**config.mk**
```make
export PLATFORM = sky130hd
export DESIGN_NAME = mtc_timer_core
export DESIGN_NICKNAME = d
export VERILOG_FILES = /design/src/rtl/mtc_clock_prescaler.v /design/src/rtl/mtc_timer_core.v
export VERILOG_INCLUDE_DIRS = /design/src /design/src/rtl
export SDC_FILE = /design/constraint.sdc
export NUM_CORES = 1
export LEC_CHECK = 0
export ABC_AREA = 1
export BUFFER_PORTS_ARGS = -buffer_cell sky130_fd_sc_hd__buf_4
export CAP_MARGIN = 20
export CORE_MARGIN = 10
export CORE_UTILIZATION = 50
export DETAILED_ROUTE_END_ITERATION = 12
export HOLD_SLACK_MARGIN = 0.15
export PLACE_DENSITY = 0.71
export SKIP_CTS_REPAIR_TIMING = 1
export SLEW_MARGIN = 25
export SYNTH_ARGS = -nofsm -noshare
export SYNTH_HDL_FRONTEND = slang
export SYNTH_SLANG_ARGS = --single-unit
```
**constraint.sdc**
```tcl
create_clock -name core_clk -period 5.4 [get_ports core_clk]
set_input_delay 0.54 -clock core_clk [delete_from_list [all_inputs] [get_ports core_clk]]
set_output_delay 0.54 -clock core_clk [all_outputs]
set_load 0.02 [all_outputs]
```
**src/rtl/mtc_defines.vh**
```
`ifndef MTC_DEFINES_VH
`define MTC_DEFINES_VH

// Register byte offsets
`define MTC_OFF_CTRL     8'h00
`define MTC_OFF_COUNT    8'h04
`define MTC_OFF_PERIOD   8'h08
`define MTC_OFF_STATUS   8'h0c
`define MTC_OFF_MASK     8'h10

// Control register fields
`define MTC_CTRL_CLEAR   0
`define MTC_CTRL_MODE_LO 1
`define MTC_CTRL_MODE_HI 2
`define MTC_CTRL_DIV_LO  3
`define MTC_CTRL_DIV_HI  4
`define MTC_CTRL_SRC_LO  5
`define MTC_CTRL_SRC_HI  6
`define MTC_CTRL_LEN_LO  7
`define MTC_CTRL_LEN_HI  8
`define MTC_CTRL_LOAD_LO 9
`define MTC_CTRL_LOAD_HI 10
`define MTC_CTRL_DIR     11

// Status / mask bit positions
`define MTC_ST_OVERFLOW  0
`define MTC_ST_COMPARE   1

// Mode codes
`define MTC_MODE_STOP    2'b00
`define MTC_MODE_UP      2'b01
`define MTC_MODE_CONT    2'b10
`define MTC_MODE_UPDOWN  2'b11

// Length maxima
`define MTC_MAX_8        16'h00ff
`define MTC_MAX_10       16'h03ff
`define MTC_MAX_12       16'h0fff
`define MTC_MAX_16       16'hffff

// Reset values
`define MTC_CTRL_RESET   11'h000
`define MTC_PERIOD_RESET 16'h0000
`define MTC_MASK_RESET   2'b00

// AXI responses
`define MTC_RESP_OKAY    2'b00
`define MTC_RESP_SLVERR  2'b10

`endif

```
**src/rtl/mtc_clock_prescaler.v**
```verilog
`timescale 1ns/1ps
`include "mtc_defines.vh"

// Picks one of four timer clock inputs, detects its rising edge and divides
// by 1, 2, 4 or 8. Output is a one-cycle enable in the core_clk domain.
module mtc_clock_prescaler #(
    parameter DIV_WIDTH = 3
) (
    input  wire       core_clk,
    input  wire       rstn,
    input  wire       clearDivider,
    input  wire [1:0] clockSourceSelect,
    input  wire [1:0] inputDivider,
    input  wire       auxClock,
    input  wire       subMainClock,
    input  wire       externalTimerClock,
    input  wire       alternateInputClock,
    output reg        tickEn
);
    reg                 srcLevel;
    reg                 srcPrev_reg;
    reg [DIV_WIDTH-1:0] div_reg;
    reg [DIV_WIDTH-1:0] divMask;
    wire                srcRise;

    always @* begin
        case (clockSourceSelect) // RL6
            2'b00:   srcLevel = externalTimerClock;
            2'b01:   srcLevel = auxClock;
            2'b10:   srcLevel = subMainClock;
            default: srcLevel = alternateInputClock;
        endcase
        case (inputDivider) // RL7
            2'b00:   divMask = 3'h0;
            2'b01:   divMask = 3'h1;
            2'b10:   divMask = 3'h3;
            default: divMask = 3'h7;
        endcase
    end

    assign srcRise = srcLevel & ~srcPrev_reg;

    always @(posedge core_clk) begin
        if (!rstn) begin
            srcPrev_reg <= 1'b0;
            div_reg     <= {DIV_WIDTH{1'b0}};
            tickEn      <= 1'b0;
        end else begin
            srcPrev_reg <= srcLevel;
            tickEn      <= 1'b0;
            if (clearDivider) begin
                div_reg <= {DIV_WIDTH{1'b0}}; // RL2
            end else if (srcRise) begin
                if ((div_reg & divMask) == divMask) begin
                    div_reg <= {DIV_WIDTH{1'b0}};
                    tickEn  <= 1'b1;
                end else begin
                    div_reg <= div_reg + 3'h1;
                end
            end
        end
    end
endmodule // mtc_clock_prescaler

```
**src/rtl/mtc_timer_core.v**
```verilog
`timescale 1ns/1ps
`include "mtc_defines.vh"

// Operation
// RL1 - Count up or down on each divided tick
// RL2 - Clear zeroes count, divider and direction
// RL3 - Length select limits count to 8/10/12/16 bits
// RL4 - Count writes right-justified, upper bits zero
// RL5 - Count writes immediate, raise no flags
// RL6 - Source select picks one of four clocks
// RL7 - Divider passes by 1, 2, 4, 8
// RL8 - Mode field: stop, up, continuous, up/down
// RL9 - Zero period stops up modes; nonzero restarts
// RL10 - Up mode counts zero to period, wraps
// RL11 - Count above period in up mode restarts
// RL12 - Up mode: compare at period, overflow at wrap
// RL13 - Immediate period reload handles shrinking period
// RL14 - Continuous wraps at length maximum, overflow
// RL15 - Up/down counts to period and back
// RL16 - Period above maximum acts as continuous (done in up/down only; up mode counts past the length maximum up to period)
// RL17 - Direction kept across stop until clear
// RL18 - Up/down compare on reaching period, overflow down
// RL19 - Flags stay set until software clears
module mtc_timer_core (
    input  wire        core_clk,
    input  wire        rstn,
    input  wire        auxClock,
    input  wire        subMainClock,
    input  wire        externalTimerClock,
    input  wire        alternateInputClock,
    input  wire [7:0]  s_axi_awaddr,
    input  wire        s_axi_awvalid,
    output reg         s_axi_awready,
    input  wire [31:0] s_axi_wdata,
    input  wire [3:0]  s_axi_wstrb,
    input  wire        s_axi_wvalid,
    output reg         s_axi_wready,
    output reg  [1:0]  s_axi_bresp,
    output reg         s_axi_bvalid,
    input  wire        s_axi_bready,
    input  wire [7:0]  s_axi_araddr,
    input  wire        s_axi_arvalid,
    output reg         s_axi_arready,
    output reg  [31:0] s_axi_rdata,
    output reg  [1:0]  s_axi_rresp,
    output reg         s_axi_rvalid,
    input  wire        s_axi_rready,
    output reg         irq
);
    reg  [10:0] ctrl_reg;
    reg  [15:0] countValue_reg;
    reg  [15:0] countValue_next;
    reg  [15:0] periodLatch_reg;
    reg         countDown_reg;
    reg         countDown_next;
    reg  [1:0]  status_reg;
    reg  [1:0]  mask_reg;
    reg         clearPulse_reg;
    reg         awHeld_reg;
    reg         wHeld_reg;
    reg  [7:0]  awAddr_reg;
    reg  [31:0] wData_reg;
    reg  [3:0]  wStrb_reg;
    reg  [1:0]  prevMode_reg;
    reg  [15:0] lengthMax;
    reg         overflowEvt;
    reg         compareEvt;
    reg  [15:0] wrWord;
    reg  [31:0] rdWord;
    reg         rdHit;
    wire        tickEn;
    wire [1:0]  modeControl;
    wire [1:0]  lengthSelect;
    wire [1:0]  latchLoadSelect;
    wire        wrFire;
    wire        wrHit;
    wire        wrCount;
    wire        wrPeriod;
    wire        running;
    wire        periodMode;
    wire        upPastPeriod;

    assign modeControl     = ctrl_reg[`MTC_CTRL_MODE_HI:`MTC_CTRL_MODE_LO];
    assign lengthSelect    = ctrl_reg[`MTC_CTRL_LEN_HI:`MTC_CTRL_LEN_LO];
    assign latchLoadSelect = ctrl_reg[`MTC_CTRL_LOAD_HI:`MTC_CTRL_LOAD_LO];

    mtc_clock_prescaler #(
        .DIV_WIDTH (3)
    ) u_prescaler (
        .core_clk            (core_clk),
        .rstn                (rstn),
        .clearDivider        (clearPulse_reg),
        .clockSourceSelect   (ctrl_reg[`MTC_CTRL_SRC_HI:`MTC_CTRL_SRC_LO]),
        .inputDivider        (ctrl_reg[`MTC_CTRL_DIV_HI:`MTC_CTRL_DIV_LO]),
        .auxClock            (auxClock),
        .subMainClock        (subMainClock),
        .externalTimerClock  (externalTimerClock),
        .alternateInputClock (alternateInputClock),
        .tickEn              (tickEn)
    );

    always @* begin
        case (lengthSelect) // RL3
            2'b00:   lengthMax = `MTC_MAX_16;
            2'b01:   lengthMax = `MTC_MAX_12;
            2'b10:   lengthMax = `MTC_MAX_10;
            default: lengthMax = `MTC_MAX_8;
        endcase
    end

    // AXI write side: address and data taken in either order, then one response
    assign wrFire   = awHeld_reg && wHeld_reg && !s_axi_bvalid;
    assign wrHit    = (awAddr_reg == `MTC_OFF_CTRL) || (awAddr_reg == `MTC_OFF_COUNT) ||
                      (awAddr_reg == `MTC_OFF_PERIOD) || (awAddr_reg == `MTC_OFF_STATUS) ||
                      (awAddr_reg == `MTC_OFF_MASK);
    assign wrCount  = wrFire && (awAddr_reg == `MTC_OFF_COUNT);
    assign wrPeriod = wrFire && (awAddr_reg == `MTC_OFF_PERIOD);

    always @* begin
        wrWord[7:0]  = wStrb_reg[0] ? wData_reg[7:0] : 8'h00;
        wrWord[15:8] = wStrb_reg[1] ? wData_reg[15:8] : 8'h00;
    end

    // Period latch only bounds the count in up and up/down modes
    assign periodMode   = (modeControl == `MTC_MODE_UP) || (modeControl == `MTC_MODE_UPDOWN);
    assign running      = (modeControl != `MTC_MODE_STOP) &&
                          !(periodMode && (periodLatch_reg == 16'h0000)); // RL8 RL9
    assign upPastPeriod = (modeControl == `MTC_MODE_UP) && (countValue_reg > periodLatch_reg);

    // Counter next-state. Events only come from ticks, never from writes.
    always @* begin
        countValue_next = countValue_reg;
        countDown_next  = countDown_reg;
        overflowEvt     = 1'b0;
        compareEvt      = 1'b0;
        if (clearPulse_reg) begin
            countValue_next = 16'h0000; // RL2
            countDown_next  = 1'b0;
        end else if (wrCount) begin
            countValue_next = wrWord & lengthMax; // RL4 RL5
        end else if (periodMode && (periodLatch_reg == 16'h0000)) begin
            countValue_next = 16'h0000; // RL9
            countDown_next  = 1'b0;
        end else if (upPastPeriod && (prevMode_reg != `MTC_MODE_UP)) begin
            countValue_next = 16'h0000; // RL11
        end else if (running && tickEn) begin // RL1
            case (modeControl)
                `MTC_MODE_UP: begin
                    // A period set below the count rolls over on this tick
                    if (countValue_reg >= periodLatch_reg) begin // RL10 RL13
                        countValue_next = 16'h0000;
                        overflowEvt     = 1'b1; // RL12
                    end else begin
                        countValue_next = countValue_reg + 16'h0001;
                        compareEvt      = (countValue_next == periodLatch_reg); // RL12
                    end
                end
                `MTC_MODE_CONT: begin
                    if (countValue_reg >= lengthMax) begin // RL14
                        countValue_next = 16'h0000;
                        overflowEvt     = 1'b1;
                    end else begin
                        countValue_next = countValue_reg + 16'h0001;
                    end
                    compareEvt = (countValue_next == periodLatch_reg);
                end
                `MTC_MODE_UPDOWN: begin
                    if (periodLatch_reg > lengthMax) begin // RL16
                        countDown_next = 1'b0;
                        if (countValue_reg >= lengthMax) begin
                            countValue_next = 16'h0000;
                            overflowEvt     = 1'b1;
                        end else begin
                            countValue_next = countValue_reg + 16'h0001;
                        end
                    end else if (countDown_reg) begin // RL15 RL17
                        if (countValue_reg <= 16'h0001) begin
                            countValue_next = 16'h0000;
                            countDown_next  = 1'b0;
                            overflowEvt     = (countValue_reg == 16'h0001); // RL18
                        end else begin
                            countValue_next = countValue_reg - 16'h0001;
                        end
                    end else if (countValue_reg >= periodLatch_reg) begin
                        // New period below count: turn and head down
                        countDown_next  = 1'b1; // RL13
                        countValue_next = countValue_reg - 16'h0001;
                    end else begin
                        countValue_next = countValue_reg + 16'h0001;
                        compareEvt      = (countValue_next == periodLatch_reg); // RL18
                        countDown_next  = compareEvt;
                    end
                end
                default: begin
                    countValue_next = countValue_reg;
                end
            endcase
        end
    end

    always @(posedge core_clk) begin
        if (!rstn) begin
            ctrl_reg        <= `MTC_CTRL_RESET;
            countValue_reg  <= 16'h0000;
            periodLatch_reg <= `MTC_PERIOD_RESET;
            countDown_reg   <= 1'b0;
            status_reg      <= 2'b00;
            mask_reg        <= `MTC_MASK_RESET;
            clearPulse_reg  <= 1'b0;
            prevMode_reg    <= `MTC_MODE_STOP;
            irq             <= 1'b0;
        end else begin
            countValue_reg <= countValue_next;
            countDown_reg  <= countDown_next;
            prevMode_reg   <= modeControl;
            clearPulse_reg <= 1'b0;
            irq            <= |(status_reg & mask_reg);
            // Set wins over a simultaneous write-one-to-clear
            status_reg[`MTC_ST_OVERFLOW] <= overflowEvt | (status_reg[`MTC_ST_OVERFLOW] &
                ~(wrFire && awAddr_reg == `MTC_OFF_STATUS && wStrb_reg[0] &&
                  wData_reg[`MTC_ST_OVERFLOW])); // RL19
            status_reg[`MTC_ST_COMPARE]  <= compareEvt | (status_reg[`MTC_ST_COMPARE] &
                ~(wrFire && awAddr_reg == `MTC_OFF_STATUS && wStrb_reg[0] &&
                  wData_reg[`MTC_ST_COMPARE])); // RL19
            if (wrFire && (awAddr_reg == `MTC_OFF_CTRL)) begin
                if (wStrb_reg[0]) begin
                    ctrl_reg[7:1] <= wData_reg[7:1];
                    // Clear acts as a self-resetting strobe
                    clearPulse_reg <= wData_reg[`MTC_CTRL_CLEAR]; // RL2
                end
                if (wStrb_reg[1]) begin
                    ctrl_reg[10:8] <= wData_reg[10:8];
                end
            end
            if (wrPeriod) begin
                // Only the immediate load event is modelled
                periodLatch_reg <= wrWord; // RL13
            end
            if (wrFire && (awAddr_reg == `MTC_OFF_MASK) && wStrb_reg[0]) begin
                mask_reg <= wData_reg[1:0];
            end
        end
    end

    always @(posedge core_clk) begin
        if (!rstn) begin
            s_axi_awready <= 1'b0;
            s_axi_wready  <= 1'b0;
            s_axi_bvalid  <= 1'b0;
            s_axi_bresp   <= `MTC_RESP_OKAY;
            awHeld_reg    <= 1'b0;
            wHeld_reg     <= 1'b0;
            awAddr_reg    <= 8'h00;
            wData_reg     <= 32'h00000000;
            wStrb_reg     <= 4'h0;
        end else begin
            s_axi_awready <= !awHeld_reg && !s_axi_awready && !s_axi_bvalid;
            s_axi_wready  <= !wHeld_reg && !s_axi_wready && !s_axi_bvalid;
            if (s_axi_awvalid && s_axi_awready) begin
                awHeld_reg    <= 1'b1;
                awAddr_reg    <= s_axi_awaddr;
                s_axi_awready <= 1'b0;
            end
            if (s_axi_wvalid && s_axi_wready) begin
                wHeld_reg    <= 1'b1;
                wData_reg    <= s_axi_wdata;
                wStrb_reg    <= s_axi_wstrb;
                s_axi_wready <= 1'b0;
            end
            if (wrFire) begin
                awHeld_reg   <= 1'b0;
                wHeld_reg    <= 1'b0;
                s_axi_bvalid <= 1'b1;
                s_axi_bresp  <= wrHit ? `MTC_RESP_OKAY : `MTC_RESP_SLVERR;
            end else if (s_axi_bvalid && s_axi_bready) begin
                s_axi_bvalid <= 1'b0;
            end
        end
    end

    always @* begin
        rdHit  = 1'b1;
        rdWord = 32'h00000000;
        case (s_axi_araddr)
            `MTC_OFF_CTRL:   rdWord = {20'h00000, countDown_reg, ctrl_reg[10:1], 1'b0};
            `MTC_OFF_COUNT:  rdWord = {16'h0000, countValue_reg};
            `MTC_OFF_PERIOD: rdWord = {16'h0000, periodLatch_reg};
            `MTC_OFF_STATUS: rdWord = {30'h00000000, status_reg};
            `MTC_OFF_MASK:   rdWord = {30'h00000000, mask_reg};
            default:         rdHit  = 1'b0;
        endcase
    end

    always @(posedge core_clk) begin
        if (!rstn) begin
            s_axi_arready <= 1'b0;
            s_axi_rvalid  <= 1'b0;
            s_axi_rdata   <= 32'h00000000;
            s_axi_rresp   <= `MTC_RESP_OKAY;
        end else begin
            s_axi_arready <= !s_axi_arready && !s_axi_rvalid && s_axi_arvalid;
            if (s_axi_arvalid && s_axi_arready) begin
                s_axi_rvalid <= 1'b1;
                s_axi_rdata  <= rdWord;
                s_axi_rresp  <= rdHit ? `MTC_RESP_OKAY : `MTC_RESP_SLVERR;
            end else if (s_axi_rvalid && s_axi_rready) begin
                s_axi_rvalid <= 1'b0;
            end
        end
    end
endmodule // mtc_timer_core

```
==> results of run 1 <==
[cell families after synthesis]
kind of cell,count (synthesis)
AND/OR/NAND/NOR,502
other,1
adder cells (fa/ha/maj),32
buffers and inverters,202
AO/OA/AOI/OAI,262
XOR/XNOR,23
flip-flops,107
[how the worst min path moves through the flow]
stage | startpoint | end | cells past startpoint
3_3_place_gp | wHeld_reg | s_axi_wready | 1
4_1_cts | s_axi_arvalid | s_axi_arready | 3
5_1_grt | s_axi_arvalid | s_axi_arready | 3
6_report | s_axi_arvalid | s_axi_arready | 3
2_1_floorplan | awHeld_reg | s_axi_awready | 1
3_5_place_dp | wHeld_reg | s_axi_wready | 1
[layer usage]
metal | global-route usage (%) | wire length [um] | part of all wire, %
met5 | 0 | 0 | 0
met4 | 8.10 | 577 | 2.4
met3 | 4.77 | 2240 | 9.2
met1 | 31.6 | 10600 | 44
met2 | 36.8 | 10900 | 45
[power by group through the flow]
stage          sequential [mW]  clock [mW]  combinational [mW]
5_1_grt                  0.827       0.790               0.146
6_report                 0.824       0.755               0.130
4_1_cts                  0.824       0.764               0.130
3_5_place_dp             0.842           0               0.129
2_1_floorplan            0.841           0              0.0887
3_3_place_gp             0.842           0               0.128
[critical path: stages (launching register included)]
cell and delay (ns):
dfxtp_1 0.60, nor2_1 0.07, inv_1 0.34, ha_1 0.22, nand2_1 0.07, nor2_1 0.19, nand4_1 0.16, o21ai_2 0.29
nand2_1 0.18, nor2_1 0.75, o211ai_1 0.18, nand4_1 0.14, a21oi_1 0.08
[synthesized netlist by cell type (all sizes together), types with 2 or more instances]
cell      n  area (sq um)
dfxtp   107          2140
inv     135           507
clkbuf   29           110
o211ai   13          97.6
a21oi   101           509
xor2     21           191
o21bai    2          15.0
ha       32           400
o31ai     8          60.1
nand2   256           981
o21ai    90           458
xnor2     2          17.5
clkinv    4          15.0
nand3    69           355
buf      34           236
nor3     20           105
nor4      7          50.1
a31oi     2          12.5
o221ai    6          52.6
a211oi   16           120
nor2    125           514
o22ai    21           131
nand4    24           150
[final cells by class]
type,instances,share of cell area (%)
sequential,107,26.4
clock inverter,7,1.50
clock buffer,9,2.78
multi-input combinational,837,53.4
timing repair buffer,72,6.67
inverter,139,6.44
tap,180,2.78
==> reports/results.ini, run 1 <==
[route]
vias=7685
wire_per_inst_um=18.0
drtPass1Iterations=6
vias_per_cell=5.69
drc=0
routed_wl_um=24300
drtIter0Drc=829
ant_nets=0

[job]
drv_cap=0

[logic_synthesis]
synth_cell_type_count=43
synth-compound-area-share_pct=20.4
async_reset_ff_share_pct=0
synth-adder-area-share_pct=5.51
syn_inst=1129
synth-edff-count=0
synthFlopType=dfxtp_1
synth.avg_cell_area_sq_um=6.44
yosysWarnings=0
synth_mux_area_share_pct=0
ys_ff_latch=107
synth_top_family_by_area=simple AND/OR/NAND/NOR gates
synth_area_sq_um=7270
synth-xor-area-share_pct=2.88
synth-simple-area-share_pct=29.8
ys_seq_area_share_pct=29.5

[die]
num_io_pins=105
start_util_pct=51.8
die_x_um=141
die_area_sq_um=19800
core_sq_um=14000
dieHeight_um=141
num_rows=43

[timing]
period_minus_slack_ns=3.40
fin_skew_ns=0.0149
worst-slew-pin-transition_ns=0.940
setup_slack_ns=2.00
slew_headroom_pct=37.1
tns_ns=0
max_freq_ghz=0.294
worst_hold_slack_ns=0.413
setup_viol=0
finalCritPeriodShare_pct=63.0
rsz0062_at_grt=false
final_hold_viol_count=0
drv_slew=0

[global_routing]
antenna_found_initial=0
grt_use_total_pct=23.6
grt_overflow_total=0
grt_max_degree=47
grt_pass1_wl_um=37700
grt_pass1_vias=7072

[layout]
stdcell_count=1351
layout-drive-gt1-share_pct=9.99
design_area_sq_um=8110
nNetsFinal=1261
fill_cells=1411
fin_util_pct=57.7
layout_common_cells=nand2_1 (248), inv_1 (132), nor2_1 (115)
multiInputGateArea_sq_um=4330
final_common_cell=nand2_1
antenna_cells=0
seq_area_sq_um=2140
area_growth_pct=11.5

[critical_path]
worstReg2RegStart=ctrl_reg[8]
r2r_end=countValue_reg[4]
crit_type=reg -> reg
required_ns=5.63
path_max_fanout=13
worstSetupEndpointType=flop
rrSetupSlack_ns=2.00
arrival_ns=3.64
crit_start=ctrl_reg[8]
r2r_cells=12
startpoint_type=flop
endpoint=countValue_reg[4]

[power]
p_comb_share_pct=7.6
ir_worst_vdd_v=0.000242
p_leak_nw=3.53
power.internal_mw=1.28
switching_share_pct=25.4
p_clk_share_pct=44.2
p_total_mw=1.71
power.density_nw_per_um2=211
p_sw_mw=0.433
pwr-share-seq_pct=48.2

[placed_design]
dp.cells=1335
pre_cts_ws_ns=2.09
io_buffers=68
placed_cell_area_sq_um=7760
dp_hpwl_um=19300
place_congestion=1.03

[clocking]
ctsRootBufferMaster=clkbuf_16
clock_latency_ns=0.37
path_clk_slew_ns=0.08
clockBufferDepth=2
clock_sinks=107
cts_buffers=9
cts_tree=done
htreeDepth=3

[outcome]
status=finished, final reports clean

[worst_hold_path]
min-delay-path-class=in -> reg

Note: power is estimated with default switching activity, not from simulation.
==> inputs of run 2 (changes only) <==
Clock period 5.4 ns to 3.55 ns, I/O delays scaled along.
==> run 2 against run 1 <==
Critical path depth is 8 higher. Worst hold slack lost 0.19 ns. Clock-buffer cell count did not move. Clock skew fell by 0.0039 ns. Routed wire length up 1.0%. Total power grew 45%. Via count grew 1.4%. Sequential power increased by 52%. Final area grew 1.6%. Die area stayed put. Worst setup slack lost 1.6 ns. Largest power group unchanged.
==> reports/results.ini, run 2 (same netlist as run 1, synthesis figures left out) <==
[clocking]
cts_tree=done
clock_sinks=107
cts_buffers=9
clock_latency_ns=0.37
path_clk_slew_ns=0.08
ctsRootBufferMaster=clkbuf_16
htreeDepth=3
clockBufferDepth=2

[route]
drc=0
vias_per_cell=5.67
routed_wl_um=24600
wire_per_inst_um=17.9
vias=7796
drtIter0Drc=973
drtPass1Iterations=8
ant_nets=0

[critical_path]
crit_type=reg -> reg
arrival_ns=3.49
worstSetupEndpointType=flop
startpoint_type=flop
r2r_cells=20
rrSetupSlack_ns=0.36
path_max_fanout=22
required_ns=3.85

[timing]
drv_slew=0
setup_viol=0
period_minus_slack_ns=3.19
max_freq_ghz=0.314
fin_skew_ns=0.0110
final_hold_viol_count=0
slew_headroom_pct=44.0
setup_slack_ns=0.363
tns_ns=0
finalCritPeriodShare_pct=89.8
rsz0062_at_grt=false
worst-slew-pin-transition_ns=0.839

[global_routing]
grt_max_degree=47
grt_pass1_wl_um=38600
grt_overflow_total=0
grt_pass1_vias=7068
antenna_found_initial=0
grt_use_total_pct=24.1

[placed_design]
dp_hpwl_um=19300
io_buffers=68
pre_cts_ws_ns=0.485
place_congestion=1.03

[outcome]
status=finished, final reports clean

[layout]
final_common_cell=nand2_1
area_growth_pct=13.3
layout_common_cells=nand2_1 (248), inv_1 (132), nor2_1 (115)
nNetsFinal=1284
antenna_cells=0
layout-drive-gt1-share_pct=11.7

[worst_hold_path]
whs_path_depth=3
min-delay-path-class=in -> reg

[power]
p_total_mw=2.48
ir_worst_vdd_v=0.000370
power.density_nw_per_um2=301
p_leak_nw=3.63

[die]
dieHeight_um=141
start_util_pct=51.8
die_area_sq_um=19800
num_rows=43
num_io_pins=105
die_x_um=141
core_sq_um=14000

[job]
drv_cap=0

## run 2: changes by cell type in the layout (fill, tap and decap cells not counted), sizes merged
| cell | delta |
|---|---|
| bufinv | -2 |
| clkinv | +1 |
| inv | +1 |
| buf | +23 |
## run 2: area by class of cell
class	count	area, sq um
clock buffer	9	225
clock inverter	7	78.8
fill	1412	5810
inverter	139	522
multi-input combinational	837	4330
sequential	107	2140
tap	180	225
timing repair buffer	95	713
## run 2: path summary, 6_finish.rpt
check	end	start
max	status_reg[1]	ctrl_reg[8]
min reg2reg	s_axi_wready	wHeld_reg
max reg2reg	status_reg[1]	ctrl_reg[8]
min	s_axi_arready	s_axi_arvalid
## run 2: where the power goes
part / internal, mW / switching, mW / total [mW]
Sequential: 1.23 / 0.0226 / 1.25
Combinational: 0.0722 / 0.127 / 0.200
Clock: 0.501 / 0.522 / 1.02
Total: 1.80 / 0.672 / 2.48
## run 2: critical path: stages, from the launching register on
cell and delay (ns):
dfxtp_1 0.56, nor2_1 0.07, inv_1 0.33, ha_1 0.33
nand2_1 0.07, nand2_1 0.05, nand2_1 0.05, nand3_1 0.10
inv_1 0.09, nand2_1 0.08, nor2_4 0.46, nand2_1 0.20
nand2_1 0.10, nand2_1 0.05, nor2_1 0.07, nand2_1 0.06
nor2_1 0.13, nand2_1 0.06, nand2_1 0.07, nand2_1 0.09
a21oi_2 0.11
## run 2: through the flow
| step | hold WS [ns] | cell area (sq um) | util [%] | std cells |
|---|---|---|---|---|
| after global placement | 0.418 | 7930 | 56.5 | 1358 |
| final | 0.225 | 8240 | 58.6 | 1374 |
| after detailed placement | 0.416 | 7930 | 56.5 | 1358 |
| after global routing | 0.226 | 8240 | 58.6 | 1374 |
| after floorplan | 0.401 | 7330 | - | 1146 |
| after CTS | 0.212 | 8240 | 58.6 | 1374 |
## run 2: layer usage
layer / track usage (%) / wire length (um)
met5: 0 / 0
met3: 4.87 / 2430
met1: 33.2 / 10700
met2: 36.6 / 10700
met4: 7.72 / 667
==> inputs of run 3 (changes only) <==
Clock period 3.55 ns to 3.8 ns, I/O delays scaled along.
==> run 3 against run 2 <==
Utilization down 0.12 points. Global-route usage up 0.92 points. Clock power down 9.6%. Cell count unchanged. Worst hold slack better by 0.027 ns. Final area down 0.21%. Worst setup slack better by 0.18 ns. Routed wire length up 2.9%. Maximum frequency down 2.0%. Clock skew up 0.00057 ns. Sequential share of layout area up 0.055 points. Critical endpoint unchanged. Highest routed layer unchanged.
==> reports/results.ini, run 3 (same netlist as run 1, synthesis figures left out) <==
[power]
p_clk_share_pct=40.4
switching_share_pct=26.5
pwr-share-seq_pct=51.3
ir_worst_vdd_v=0.000323
p_sw_mw=0.604
p_total_mw=2.28
p_comb_share_pct=8.2
p_leak_nw=3.61
power.internal_mw=1.68
power.density_nw_per_um2=278

[critical_path]
crit_type=reg -> reg
r2r_cells=20
required_ns=4.10
path_cells=nor2_1 -> inv_1 -> ha_1 -> nand2_1 -> nand2_1 -> nand2_1 -> nand3_1 -> inv_1 -> nand2_1 -> nor2_4 -> nand2_1 -> nand2_1 -> nand2_1 -> nor2_1 -> nand3_1 -> nor2_1 -> nand2_1 -> nand2_1 -> nand2_1 -> a21oi_2
slowest_stage=dfxtp_1
critical_path.top_delay_family=simple AND/OR/NAND/NOR gates
critPathMaxStageDelay_ns=0.60
cp_num_cells=20
crit_buf_inv=2
crit_top_cell=nand2_1
worstSetupEndpointType=flop
startpoint_type=flop
path_max_fanout=22
arrival_ns=3.55

[clocking]
htreeDepth=3
cts_buffers=9
path_clk_slew_ns=0.08
cts_tree=done
clock_sinks=107
clockBufferDepth=2
clock_latency_ns=0.36
ctsRootBufferMaster=clkbuf_16

[timing]
setup_viol=0
period_minus_slack_ns=3.25
slew_headroom_pct=43.2
rsz0062_at_grt=false
fin_skew_ns=0.0116
worst_hold_slack_ns=0.252
worst-slew-pin-transition_ns=0.849
final_hold_viol_count=0
max_freq_ghz=0.307
tns_ns=0
finalCritPeriodShare_pct=85.6
drv_slew=0

[worst_hold_path]
whs_path_depth=3
min-delay-path-class=in -> reg

[global_routing]
antenna_found_initial=0
grt_overflow_total=0
grt_use_total_pct=25.0
grt_pass1_vias=7092
grt_max_degree=47
grt_pass1_wl_um=39600

[die]
start_util_pct=51.8
core_sq_um=14000
die_x_um=141
dieHeight_um=141
num_rows=43
die_area_sq_um=19800
num_io_pins=105

[route]
drtIter0Drc=814
vias_per_cell=5.67
drc=0
wire_per_inst_um=18.4
routed_wl_um=25300
vias=7792
drtPass1Iterations=6
ant_nets=0

[placed_design]
place_congestion=1.02
dp_hpwl_um=20200
dp.cells=1358
io_buffers=68

[layout]
stdcell_count=1374
layout_common_cells=nand2_1 (248), inv_1 (132), nor2_1 (115)
area_growth_pct=13.1
fin_util_pct=58.5
final_common_cell=nand2_1
antenna_cells=0
layout-drive-gt1-share_pct=11.6
nNetsFinal=1284

[outcome]
status=finished, final reports clean

[job]
drv_cap=0

==> run 3: cell count changes in the layout (fill, tap and decap cells not counted), sizes merged <==
cell and change:
clkinvlp +2, clkinv -3, clkbuf +1
==> run 3: cell type report <==
class	count	area, sq um
clock buffers	10	229
clock inverters	6	57.6
fillers	1396	5820
inverters	139	522
multi-input cells	837	4330
flip-flops and latches	107	2140
well taps	180	225
repair buffers	95	713
==> run 3: power by group through the flow <==
stage                     clock, mW  sequential [mW]  combinational (mW)
after floorplan                   0             1.19               0.126
after global placement            0             1.20               0.184
after detailed placement          0             1.20               0.187
after CTS                     0.938             1.17               0.188
after global routing          0.973             1.18               0.214
final                         0.922             1.17               0.188
==> run 3: per-layer routing <==
metal | routed length (um) | global-route usage, % | up-vias | share of wire (%)
met4 | 750 | 9.84 | 0 | 3.0
li1 | - | - | 3842 | -
met1 | 11300 | 33.9 | 3546 | 45
met5 | 0 | 0 | - | 0
met3 | 2130 | 5.17 | 48 | 8.4
met2 | 11100 | 37.8 | 356 | 44
==> run 3: through the flow <==
| stage | worst slack (ns) | cell area [sq um] |
|---|---|---|
| floorplan | 1.47 | 7330 |
| global placement | 0.740 | 7930 |
| detailed placement | 0.645 | 7930 |
| CTS | 0.619 | 8220 |
| global route | 0.272 | 8220 |
| finish | 0.547 | 8220 |
==> run 3: worst min-delay path: stages <==
cell and delay, ns:
buf_4 0.11, nand2_1 0.05, nor3_1 0.04
==> run 3: worst paths after layout <==
kind                               startpoint            end  slack, ns
worst min-delay path            s_axi_arvalid  s_axi_arready       0.25
worst min register to register      wHeld_reg   s_axi_wready       0.43
worst max-delay path              ctrl_reg[8]  status_reg[1]       0.55
worst max register to register    ctrl_reg[8]  status_reg[1]       0.55
